## src/rtl/ufi_pkg.sv

```systemverilog
package ufi_pkg;
    // register byte addresses
    localparam logic [7:0] ADDR_EN_A  = 8'h00;
    localparam logic [7:0] ADDR_EN_B  = 8'h04;
    localparam logic [7:0] ADDR_FLG_A = 8'h08;
    localparam logic [7:0] ADDR_FLG_B = 8'h0c;
    localparam logic [7:0] ADDR_ROUTE = 8'h10;
    localparam logic [7:0] ADDR_CTRL  = 8'h14;

    // reset values and writable masks
    localparam logic [7:0] EN_RESET   = 8'h00;
    localparam logic [7:0] FLG_RESET  = 8'h00;
    localparam logic [7:0] EN_A_MASK  = 8'h7f;
    localparam logic [7:0] EN_B_MASK  = 8'h03;

    // bit positions, first enable / first flag register
    localparam int BIT_SETUP   = 0;
    localparam int BIT_OK      = 1;
    localparam int BIT_ERR     = 2;
    localparam int BIT_SUSP    = 3;
    localparam int BIT_SOF     = 4;
    localparam int BIT_BRST    = 5;
    localparam int BIT_FIFO    = 6;
    localparam int FLG_SUSP_IN  = 1;
    localparam int FLG_SUSP_OUT = 2;
    localparam int FLG_SOF      = 3;
    localparam int FLG_BRST     = 4;
    localparam int FLG_FIFO     = 5;
    localparam int FLG_ERR      = 6;
    localparam int FLG_OK       = 7;
    // second enable / second flag register
    localparam int BIT_SET_INTF = 0;
    localparam int BIT_SET_CFG  = 1;
    // route register: 1 selects abnormal completion for that line
    localparam int BIT_ROUTE_B  = 0;
    localparam int BIT_ROUTE_C  = 1;
    // control register: write 1 for a function software reset
    localparam int BIT_FUNC_RST = 0;

    localparam logic [1:0] RESP_OKAY   = 2'h0;
    localparam logic [1:0] RESP_SLVERR = 2'h2;

    // events and per-endpoint flags from the function core
    typedef struct packed {
        logic [7:0] endpoint_ok_flags;
        logic [7:0] endpoint_err_flags;
        logic [7:0] fifo_req_flags;
        logic       setup_ev;
        logic       bus_reset_ev;
        logic       frame_start_ev;
        logic       suspend_out_ev;
        logic       suspend_in_ev;
        logic       set_config_ev;
        logic       set_intf_ev;
    } ufi_core_ev_t;

    typedef struct packed {
        logic irq_line_setup;
        logic irq_line_xfer_b;
        logic irq_line_xfer_c;
        logic irq_line_misc;
    } ufi_irq_t;
endpackage

```

## src/rtl/ufi_irq_top.sv

```systemverilog
// Local design decisions: the AXI4-Lite interface to the registers and the address map.
`timescale 1ns/100ps
// Contract
// - both enable registers clear on system or function software reset
// - first enable bit 7 reads zero, writes ignored
// - first enable bit 6 gates fifo read request interrupt
// - first enable bit 5 gates bus reset interrupt
// - first enable bit 4 gates start of frame interrupt
// - first enable bit 3 gates both suspend exit and entry
// - first enable bit 2 gates abnormal completion interrupt
// - first enable bit 1 gates normal completion interrupt
// - first enable bit 0 gates setup interrupt
// - second enable bits 7..2 read zero, writes ignored
// - second enable bit 1 gates set configuration interrupt
// - second enable bit 0 gates set interface interrupt
// - four request lines; first carries only setup
// - lines two and three each select normal or abnormal completion
// - fourth line carries all remaining enabled sources
// - both flag registers clear on system or function software reset
// - first flag bit 7 is OR of endpoint normal flags
// - normal summary and its enable request the fourth line
// - first flag bit 6 shows abnormal completion somewhere
// - abnormal summary is OR of endpoint abnormal flags
// - abnormal summary and its enable request the fourth line
module ufi_irq_top
    import ufi_pkg::*;
(
    // clock and reset
    input  wire logic         clk_in,
    input  wire logic         reset_in,
    // axi4-lite write
    input  wire logic [7:0]   awaddr_in,
    input  wire logic         awvalid_in,
    output logic              awready_out,
    input  wire logic [31:0]  wdata_in,
    input  wire logic [3:0]   wstrb_in,
    input  wire logic         wvalid_in,
    output logic              wready_out,
    output logic [1:0]        bresp_out,
    output logic              bvalid_out,
    input  wire logic         bready_in,
    // axi4-lite read
    input  wire logic [7:0]   araddr_in,
    input  wire logic         arvalid_in,
    output logic              arready_out,
    output logic [31:0]       rdata_out,
    output logic [1:0]        rresp_out,
    output logic              rvalid_out,
    input  wire logic         rready_in,
    // function core side
    input  wire ufi_core_ev_t core_in,
    output ufi_irq_t          irq_out
);

    ////////////////////////////////////////////////////////////////////////
    logic [7:0] en_a;
    logic [7:0] en_b;
    logic [7:0] flg_a;
    logic [4:0] flg_ev;
    logic [2:0] flg_sum;
    logic [7:0] flg_b;
    logic [1:0] route;
    logic       func_rst;
    logic       clr;
    logic       aw_full;
    logic       w_full;
    logic [7:0] aw_addr;
    logic [7:0] w_byte;
    logic       w_lane0;
    logic       do_write;
    logic       next_aw_full;
    logic       next_w_full;
    logic       ok_sum;
    logic       err_sum;
    logic       fifo_sum;
    logic [7:0] flg_a_view;

    function automatic logic mapped(input logic [7:0] a);
        mapped = (a == ADDR_EN_A) || (a == ADDR_EN_B) || (a == ADDR_FLG_A) ||
                 (a == ADDR_FLG_B) || (a == ADDR_ROUTE) || (a == ADDR_CTRL);
    endfunction

    // byte lane 0 write to register at addr a
    function automatic logic wr_hit(input logic [7:0] a);
        wr_hit = do_write && w_lane0 && (aw_addr == a);
    endfunction

    assign clr          = reset_in | func_rst;
    assign do_write     = aw_full && w_full && !bvalid_out;
    assign next_aw_full = (aw_full && !do_write) || (awvalid_in && awready_out);
    assign next_w_full  = (w_full && !do_write) || (wvalid_in && wready_out);

    ////////////////////////////////////////////////////////////////////////
    // write channels: address and data taken in either order
    always_ff @(posedge clk_in) begin
        if (reset_in) begin
            aw_full     <= 1'b0;
            w_full      <= 1'b0;
            awready_out <= 1'b0;
            wready_out  <= 1'b0;
            aw_addr     <= 8'h00;
            w_byte      <= 8'h00;
            w_lane0     <= 1'b0;
        end else begin
            aw_full     <= next_aw_full;
            w_full      <= next_w_full;
            awready_out <= !next_aw_full;
            wready_out  <= !next_w_full;
            if (awvalid_in && awready_out) begin
                aw_addr <= {awaddr_in[7:2], 2'b00};
            end
            if (wvalid_in && wready_out) begin
                w_byte  <= wdata_in[7:0];
                w_lane0 <= wstrb_in[0];
            end
        end
    end

    always_ff @(posedge clk_in) begin
        if (reset_in) begin
            bvalid_out <= 1'b0;
            bresp_out  <= RESP_OKAY;
        end else if (do_write) begin
            bvalid_out <= 1'b1;
            bresp_out  <= mapped(aw_addr) ? RESP_OKAY : RESP_SLVERR;
        end else if (bready_in) begin
            bvalid_out <= 1'b0;
        end
    end

    ////////////////////////////////////////////////////////////////////////
    // control state
    always_ff @(posedge clk_in) begin
        if (reset_in) begin
            func_rst <= 1'b0;
        end else begin
            func_rst <= wr_hit(ADDR_CTRL) && w_byte[BIT_FUNC_RST];
        end
    end

    // route survives the function reset so software need not reprogram it
    always_ff @(posedge clk_in) begin
        if (reset_in) begin
            route <= 2'b00;
        end else if (wr_hit(ADDR_ROUTE)) begin
            route <= w_byte[1:0];
        end
    end

    always_ff @(posedge clk_in) begin
        if (clr) begin
            en_a <= EN_RESET;
            en_b <= EN_RESET;
        end else begin
            if (wr_hit(ADDR_EN_A)) begin
                en_a <= w_byte & EN_A_MASK;
            end
            if (wr_hit(ADDR_EN_B)) begin
                en_b <= w_byte & EN_B_MASK;
            end
        end
    end

    ////////////////////////////////////////////////////////////////////////
    // sticky flags: writing 0 clears a bit, an event in the same cycle wins
    always_ff @(posedge clk_in) begin
        if (clr) begin
            flg_ev <= FLG_RESET[4:0];
            flg_b  <= FLG_RESET;
        end else begin
            flg_ev <= (wr_hit(ADDR_FLG_A) ? (flg_ev & w_byte[4:0]) : flg_ev)
                    | {core_in.bus_reset_ev, core_in.frame_start_ev,
                       core_in.suspend_out_ev, core_in.suspend_in_ev,
                       core_in.setup_ev};
            flg_b  <= (wr_hit(ADDR_FLG_B) ? (flg_b & w_byte) : flg_b) & EN_B_MASK
                    | {6'h00, core_in.set_config_ev, core_in.set_intf_ev};
        end
    end

    // summaries follow the endpoint registers, which share the same reset
    always_ff @(posedge clk_in) begin
        if (clr) begin
            flg_sum <= FLG_RESET[7:5];
        end else begin
            flg_sum <= {|core_in.endpoint_ok_flags,
                        |core_in.endpoint_err_flags,
                        |core_in.fifo_req_flags};
        end
    end

    // summaries are read-only, so a flag write never reaches bits 7:5
    assign flg_a      = {flg_sum, flg_ev};
    assign ok_sum     = flg_a[FLG_OK];
    assign err_sum    = flg_a[FLG_ERR];
    assign fifo_sum   = flg_a[FLG_FIFO];
    assign flg_a_view = flg_a;

    ////////////////////////////////////////////////////////////////////////
    // read channel, answer one cycle after address taken
    always_ff @(posedge clk_in) begin
        if (reset_in) begin
            arready_out <= 1'b0;
            rvalid_out  <= 1'b0;
            rdata_out   <= 32'h0000_0000;
            rresp_out   <= RESP_OKAY;
        end else if (arvalid_in && arready_out) begin
            arready_out <= 1'b0;
            rvalid_out  <= 1'b1;
            rresp_out   <= mapped({araddr_in[7:2], 2'b00}) ? RESP_OKAY : RESP_SLVERR;
            case ({araddr_in[7:2], 2'b00})
                ADDR_EN_A:  rdata_out <= {24'h00_0000, en_a};
                ADDR_EN_B:  rdata_out <= {24'h00_0000, en_b};
                ADDR_FLG_A: rdata_out <= {24'h00_0000, flg_a_view};
                ADDR_FLG_B: rdata_out <= {24'h00_0000, flg_b};
                ADDR_ROUTE: rdata_out <= {30'h0000_0000, route};
                default:    rdata_out <= 32'h0000_0000;
            endcase
        end else if (rvalid_out) begin
            if (rready_in) begin
                rvalid_out  <= 1'b0;
                arready_out <= 1'b1;
            end
        end else begin
            arready_out <= 1'b1;
        end
    end

    ////////////////////////////////////////////////////////////////////////
    // request lines, levels held while any gated source is active
    always_ff @(posedge clk_in) begin
        if (clr) begin
            irq_out <= '0;
        end else begin
            irq_out.irq_line_setup  <= flg_a[0] && en_a[BIT_SETUP];
            irq_out.irq_line_xfer_b <= route[BIT_ROUTE_B] ?
                                       (err_sum && en_a[BIT_ERR]) : (ok_sum && en_a[BIT_OK]);
            irq_out.irq_line_xfer_c <= route[BIT_ROUTE_C] ?
                                       (err_sum && en_a[BIT_ERR]) : (ok_sum && en_a[BIT_OK]);
            irq_out.irq_line_misc   <=
                (ok_sum && en_a[BIT_OK])
              | (err_sum && en_a[BIT_ERR])
              | (fifo_sum && en_a[BIT_FIFO])
              | (flg_a[FLG_BRST] && en_a[BIT_BRST])
              | (flg_a[FLG_SOF] && en_a[BIT_SOF])
              | ((flg_a[FLG_SUSP_OUT] | flg_a[FLG_SUSP_IN]) && en_a[BIT_SUSP])
              | (flg_b[BIT_SET_CFG] && en_b[BIT_SET_CFG])
              | (flg_b[BIT_SET_INTF] && en_b[BIT_SET_INTF]);
        end
    end
endmodule // ufi_irq_top

```

## config.mk

```make
export PLATFORM = sky130hd
export DESIGN_NAME = ufi_irq_top
export DESIGN_NICKNAME = d
export VERILOG_FILES = /design/src/rtl/ufi_pkg.sv /design/src/rtl/ufi_irq_top.sv
export SDC_FILE = /design/constraint.sdc
export NUM_CORES = 1
export LEC_CHECK = 0
export BUFFER_PORTS_ARGS = -buffer_cell sky130_fd_sc_hd__buf_2
export CAP_MARGIN = 20
export CORE_MARGIN = 1.5
export CORE_UTILIZATION = 40
export DETAILED_ROUTE_END_ITERATION = 12
export PLACE_DENSITY = 0.73
export SYNTH_ARGS = -nofsm -noshare
export SYNTH_HDL_FRONTEND = slang
export SYNTH_SLANG_ARGS = --single-unit
```

## constraint.sdc

```tcl
create_clock -name clk_in -period 2.7 [get_ports clk_in]
set_clock_uncertainty 0.05 [all_clocks]
set_input_delay 0.54 -clock clk_in [delete_from_list [all_inputs] [get_ports clk_in]]
set_output_delay 0.54 -clock clk_in [all_outputs]
set_load 0.02 [all_outputs]
```

; ---- Word level (Yosys, flattened, before mapping)
; Cells that the tools add are included.
; W data, S select, Z words.
[word_totals]
latch_bits = 0
inputBits = 90
output_inout_bits = 45
wordCells = 109
regBits = 83
rom_bits = 0
memories = 0
mem_bits_rw = 0
[classes]
n_addsub = 0
shifts = 0
reduce_logical = 47
n_mux = 14
multipliers = 0
magnitude_cmp = 0
div = 0
n_bitwise = 13
n_eq_ne = 11
[ops]
columns = operator, n
row1 = $pmux W8 S5, 1
row2 = $eq A6 B2 Y1 const B, 4
row3 = $eq A6 B3 Y1 const B, 4
row4 = $logic_and A1 B1 Y1, 24
row5 = $reduce_or A8 Y1, 3
row6 = $eq A6 B1 Y1 const B, 2
row7 = $logic_or A1 B1 Y1, 12
row8 = $mux W1, 9
row9 = $or A1 B1 Y1, 9
row10 = $logic_not A8 Y1, 1
row11 = $logic_not A6 Y1, 1
row12 = $mux W2, 3
row13 = $and A5 B5 Y5, 1
row14 = $mux W5, 1
row15 = $or A5 B5 Y5, 1
row16 = $logic_not A1 Y1, 4
row17 = $and A2 B2 Y2, 1
row18 = $ne A2 B1 Y1 const B, 1
row19 = $or A2 B2 Y2, 1
row20 = $reduce_bool A2 Y1, 1
row21 = $reduce_or A2 Y1, 1

; ---- Longest topological paths before layout
[logic_depth]
ltp_word = 8
ltp_mapped = 5
ltp_nobuf = 3

; ---- Least setup slack after synthesis
; Ideal clock, no wire load.
[synth_timing]
path_kind = reg2reg
startpoint = register aw_addr[3]
endpoint = register route[0]
path_buffers = 0
synth_period_minus_slack_ns = 1.827
setup_ns = 0.121
path_stages_with_launch = 4
slack_ns = 0.873
arrival_time_ns = 1.655
t_required_ns = 2.529
cell_sequence = dfxtp_1 -> or4_4 -> or4_4 -> mux2_4
[synth_between]
elab_chain_len = 2
[synth_lines]
columns = element, line_no
row1 = "start, declared", ufi_irq_top.sv:67  ; logic [7:0] aw_addr;
row2 = "start signal, assigned", ufi_irq_top.sv:110  ; aw_addr <= {awaddr_in[7:2], 2'b00};
row3 = $eq A6 B3 Y1, ufi_irq_top.sv:85  ; wr_hit = do_write && w_lane0 && (aw_addr == a);
row4 = $logic_and A1 B1 Y1, ufi_irq_top.sv:85
row5 = "end signal, assigned", ufi_irq_top.sv:146  ; route <= w_byte[1:0];
row6 = "end, declared", ufi_irq_top.sv:62  ; logic [1:0] route;
; No other way between the ends.
; A chain may end at the register's enable or synchronous reset.

; ---- Worst setup path in the final report
; Ends and elaborated chain as after synthesis.

==> summary.md <==
| Metric | Value |
|---|---|
| Initial Util | `0.4194` |
| R2R Path End | `route[0]` |
| Area growth syn-to-layout | `21.19%` |
| Hold-fix buffers, CTS | `0` |
| Sequential element share of the synthesized area | `0.4515` |
| Fillers | `594` |
| Largest net degree at the start of global routing | `36` |
| Commonest non-fill, non-tap cell in the layout | `buf_2` |
| DRT iter0 DRCs | `121` |
| Clock sink total | `57` |
| Post-CTS Resized | `0` |
| Adder-cell share of the synthesized area | `0` |
| Max Cap Viol | `0` |
| H-tree levels | `3` |
| Multi-input gate area | `1232 µm²` |
| Slew Limit Fails | `0` |
| Number of synthesized flops with an enable pin | `0` |
| Flop-to-flop setup slack | `0.82 ns` |
| Syn Area/Cell | `8.776 µm²` |
| Worst IR drop on VDD | `0.3153 mV` |
| Critical path capture point type | `flip-flop` |
| Gr usage total | `0.1752` |
| PwrDens | `582.7 nW/µm²` |
| GRT overflow | `0` |
| Period utilisation layout | `0.6969` |
| Final Critical Period | `1.882 ns` |
| Overall die area | `6805 µm²` |
| CTS root buf | `clkbuf_8` |
| Synth Register Bits | `57` |
| Post-Synthesis Cell Area | `2527 µm²` |
| Total power | `1785 µW` |
| Global-route wire length before repair | `8.956 mm` |
| DR WL/cell | `12.76 µm` |
| Netlist cell types | `37` |
| Worst-case reg-to-reg path depth | `3` |
| RSZ-0062 raised after global routing | `false` |
| Non-Filler Instances | `447` |
| Clock latency on the worst-skew pair | `0.33 ns` |
| Startpoint Class | `flip-flop` |
| Count of final setup violators | `0` |
| Die Height | `82.49 µm` |
| Number of synthesis warnings | `0` |
| Simple logic cell fraction of the synthesized area | `0.2297` |
| Hold Path Class | `input pin to flip-flop` |
| Main flop type after synthesis | `dfxtp_1` |
| Commonest cells after routing, fill and taps aside | `buf_2 (76), dfxtp_1 (57), nand2_1 (39)` |
| Post-Synthesis Cells | `288` |
| DRC errors left | `0` |
| Largest family of logic cells by synthesized area | `simple AND/OR/NAND/NOR gates` |
| CTS tree | `yes` |
| Total CTS buffers | `9` |
| Ports | `135` |
| Leakage | `0.001297 µW` |
| Final WL | `5.704 mm` |
| Number of antenna violations at the first check in global routing | `0` |
| CTS max path bufs | `2` |
| Register area | `1141 µm²` |
| Post-route ant nets | `0` |
| Worst EP required | `2.87 ns` |
| Max_slew headroom | `0.5297` |
| Rows | `28` |
| Ant. Diodes | `0` |
| Critical Path Start | `aw_addr[3]` |
| Setup TNS | `0 ns` |
| Worst Path Max Fanout | `5` |
| Share of layout cells above drive strength 1 | `0.2903` |
| Via count of the routed design | `2245` |
| Mux contribution to synthesized area | `0.08564` |
| Worst Setup EP | `route[0]` |
| Worst r2r src | `aw_addr[3]` |
| Routability congestion estimate | `0.8180` |
| Fmax | `0.5315 GHz` |
| Vias in the first global route | `2017` |
| Worst Tran Pin Value | `0.6989 ns` |
| Hold Path Depth | `3` |
| DP HPWL | `4.214 mm` |
| Worst Path Class, Setup | `flip-flop to flip-flop` |
| Pre-antenna DRT Iters | `4` |
| Post-CTS Setup Repair Bufs | `0` |
| Final hold vios | `0` |
| Clk pin slew, worst setup/hold paths | `0.06 ns` |
| Core Region | `6026 µm²` |
| Status | `finished clean` |
| Synth Area in Compound Gates | `0.1337` |
| IO Port Bufs | `76` |
| Avg Vias per Cell | `5.022` |
| Xor-xnor portion of the synthesized cell area | `0` |
| Ys async rst share | `0` |
| Arr. time, crit path | `2.05 ns` |
| Final nets | `457` |
| Post-Place Cells | `431` |
| Die Wd | `82.49 µm` |
[cells by family after synthesis]
kind of cell / after synthesis
AND/OR/NAND/NOR: 112
AO/OA/AOI/OAI: 58
flip-flops: 57
buffers and inverters: 40
multiplexers: 20
other: 1
[power by group]
part	total [µW]	leakage (µW)	internal [µW]	switching [µW]
logic	191	0.000738	73.9	118
clock network	693	0.0000932	378	315
registers	900	0.000466	871	29.3
[critical path, cell delays in order, from the launching register on]
cell and delay, ns:
dfxtp_1 0.34, or4_4 0.55, or4_4 0.52, mux2_4 0.31
[cells in the mapped netlist, types with 3 or more instances]
cell	count	share of area
o21ai_0	10	0.020
nand4_1	5	0.012
nor4_1	10	0.025
a222oi_1	3	0.012
nor2b_1	4	0.0099
mux2i_1	10	0.040
nand3_1	16	0.032
clkbuf_1	11	0.016
inv_1	3	0.0045
buf_4	26	0.077
mux2_2	9	0.040
a21oi_1	34	0.067
o21a_1	3	0.0089
dfxtp_1	57	0.45
nand2b_1	6	0.015
nor2_1	15	0.022
nand2_1	39	0.058
[cell type report]
| cell class | count | area share |
|---|---|---|
| timing repair buffer | 80 | 0.1340 |
| clock buffer | 13 | 0.05188 |
| multi-input combinational | 216 | 0.4024 |
| clock inverter | 3 | 0.004902 |
| tap | 75 | 0.03064 |
| sequential | 57 | 0.3725 |
| inverter | 3 | 0.003676 |
[layer usage]
metal	GRT usage	vias to the layer above	share of wire
li1	-	1125	-
met1	0.2058	1027	0.42
met2	0.2919	84	0.49
met3	0.04945	9	0.076
met4	0.08667	0	0.014
met5	0	-	0
[state kept, by name (all words and copies together) (netlist names), 3 cells and up]
signal	count
aw_addr	6
en_a	7
flg_ev	5
flg_sum	3
irq_out	4
rdata_out	8
w_byte	7
[worst min-delay path by stage]
stage | endpoint | start | slack (ns)
2_1_floorplan | w_byte[5] | w_byte[5] | 0.39
3_3_place_gp | rdata_out[5] | rdata_out[5] | 0.39
3_5_place_dp | rdata_out[1] | rdata_out[1] | 0.40
4_1_cts | aw_addr[4] | awaddr_in[4] | 0.40
5_1_grt | w_byte[3] | wdata_in[3] | 0.41
6_report | aw_addr[4] | awaddr_in[4] | 0.40
[per-stage QoR]
step	hold WS [ns]	util	cell area (µm²)	setup WS (ns)
6_report	0.4043	0.5083	3063	0.8184
5_1_grt	0.4054	0.5083	3063	0.6823
4_1_cts	0.3981	0.5083	3063	0.8107
3_5_place_dp	0.3969	0.4794	2889	0.8260
3_3_place_gp	0.3888	0.4794	2889	0.8316
2_1_floorplan	0.3866	-	2621	0.8734
Power figures use the tool's default switching activity.
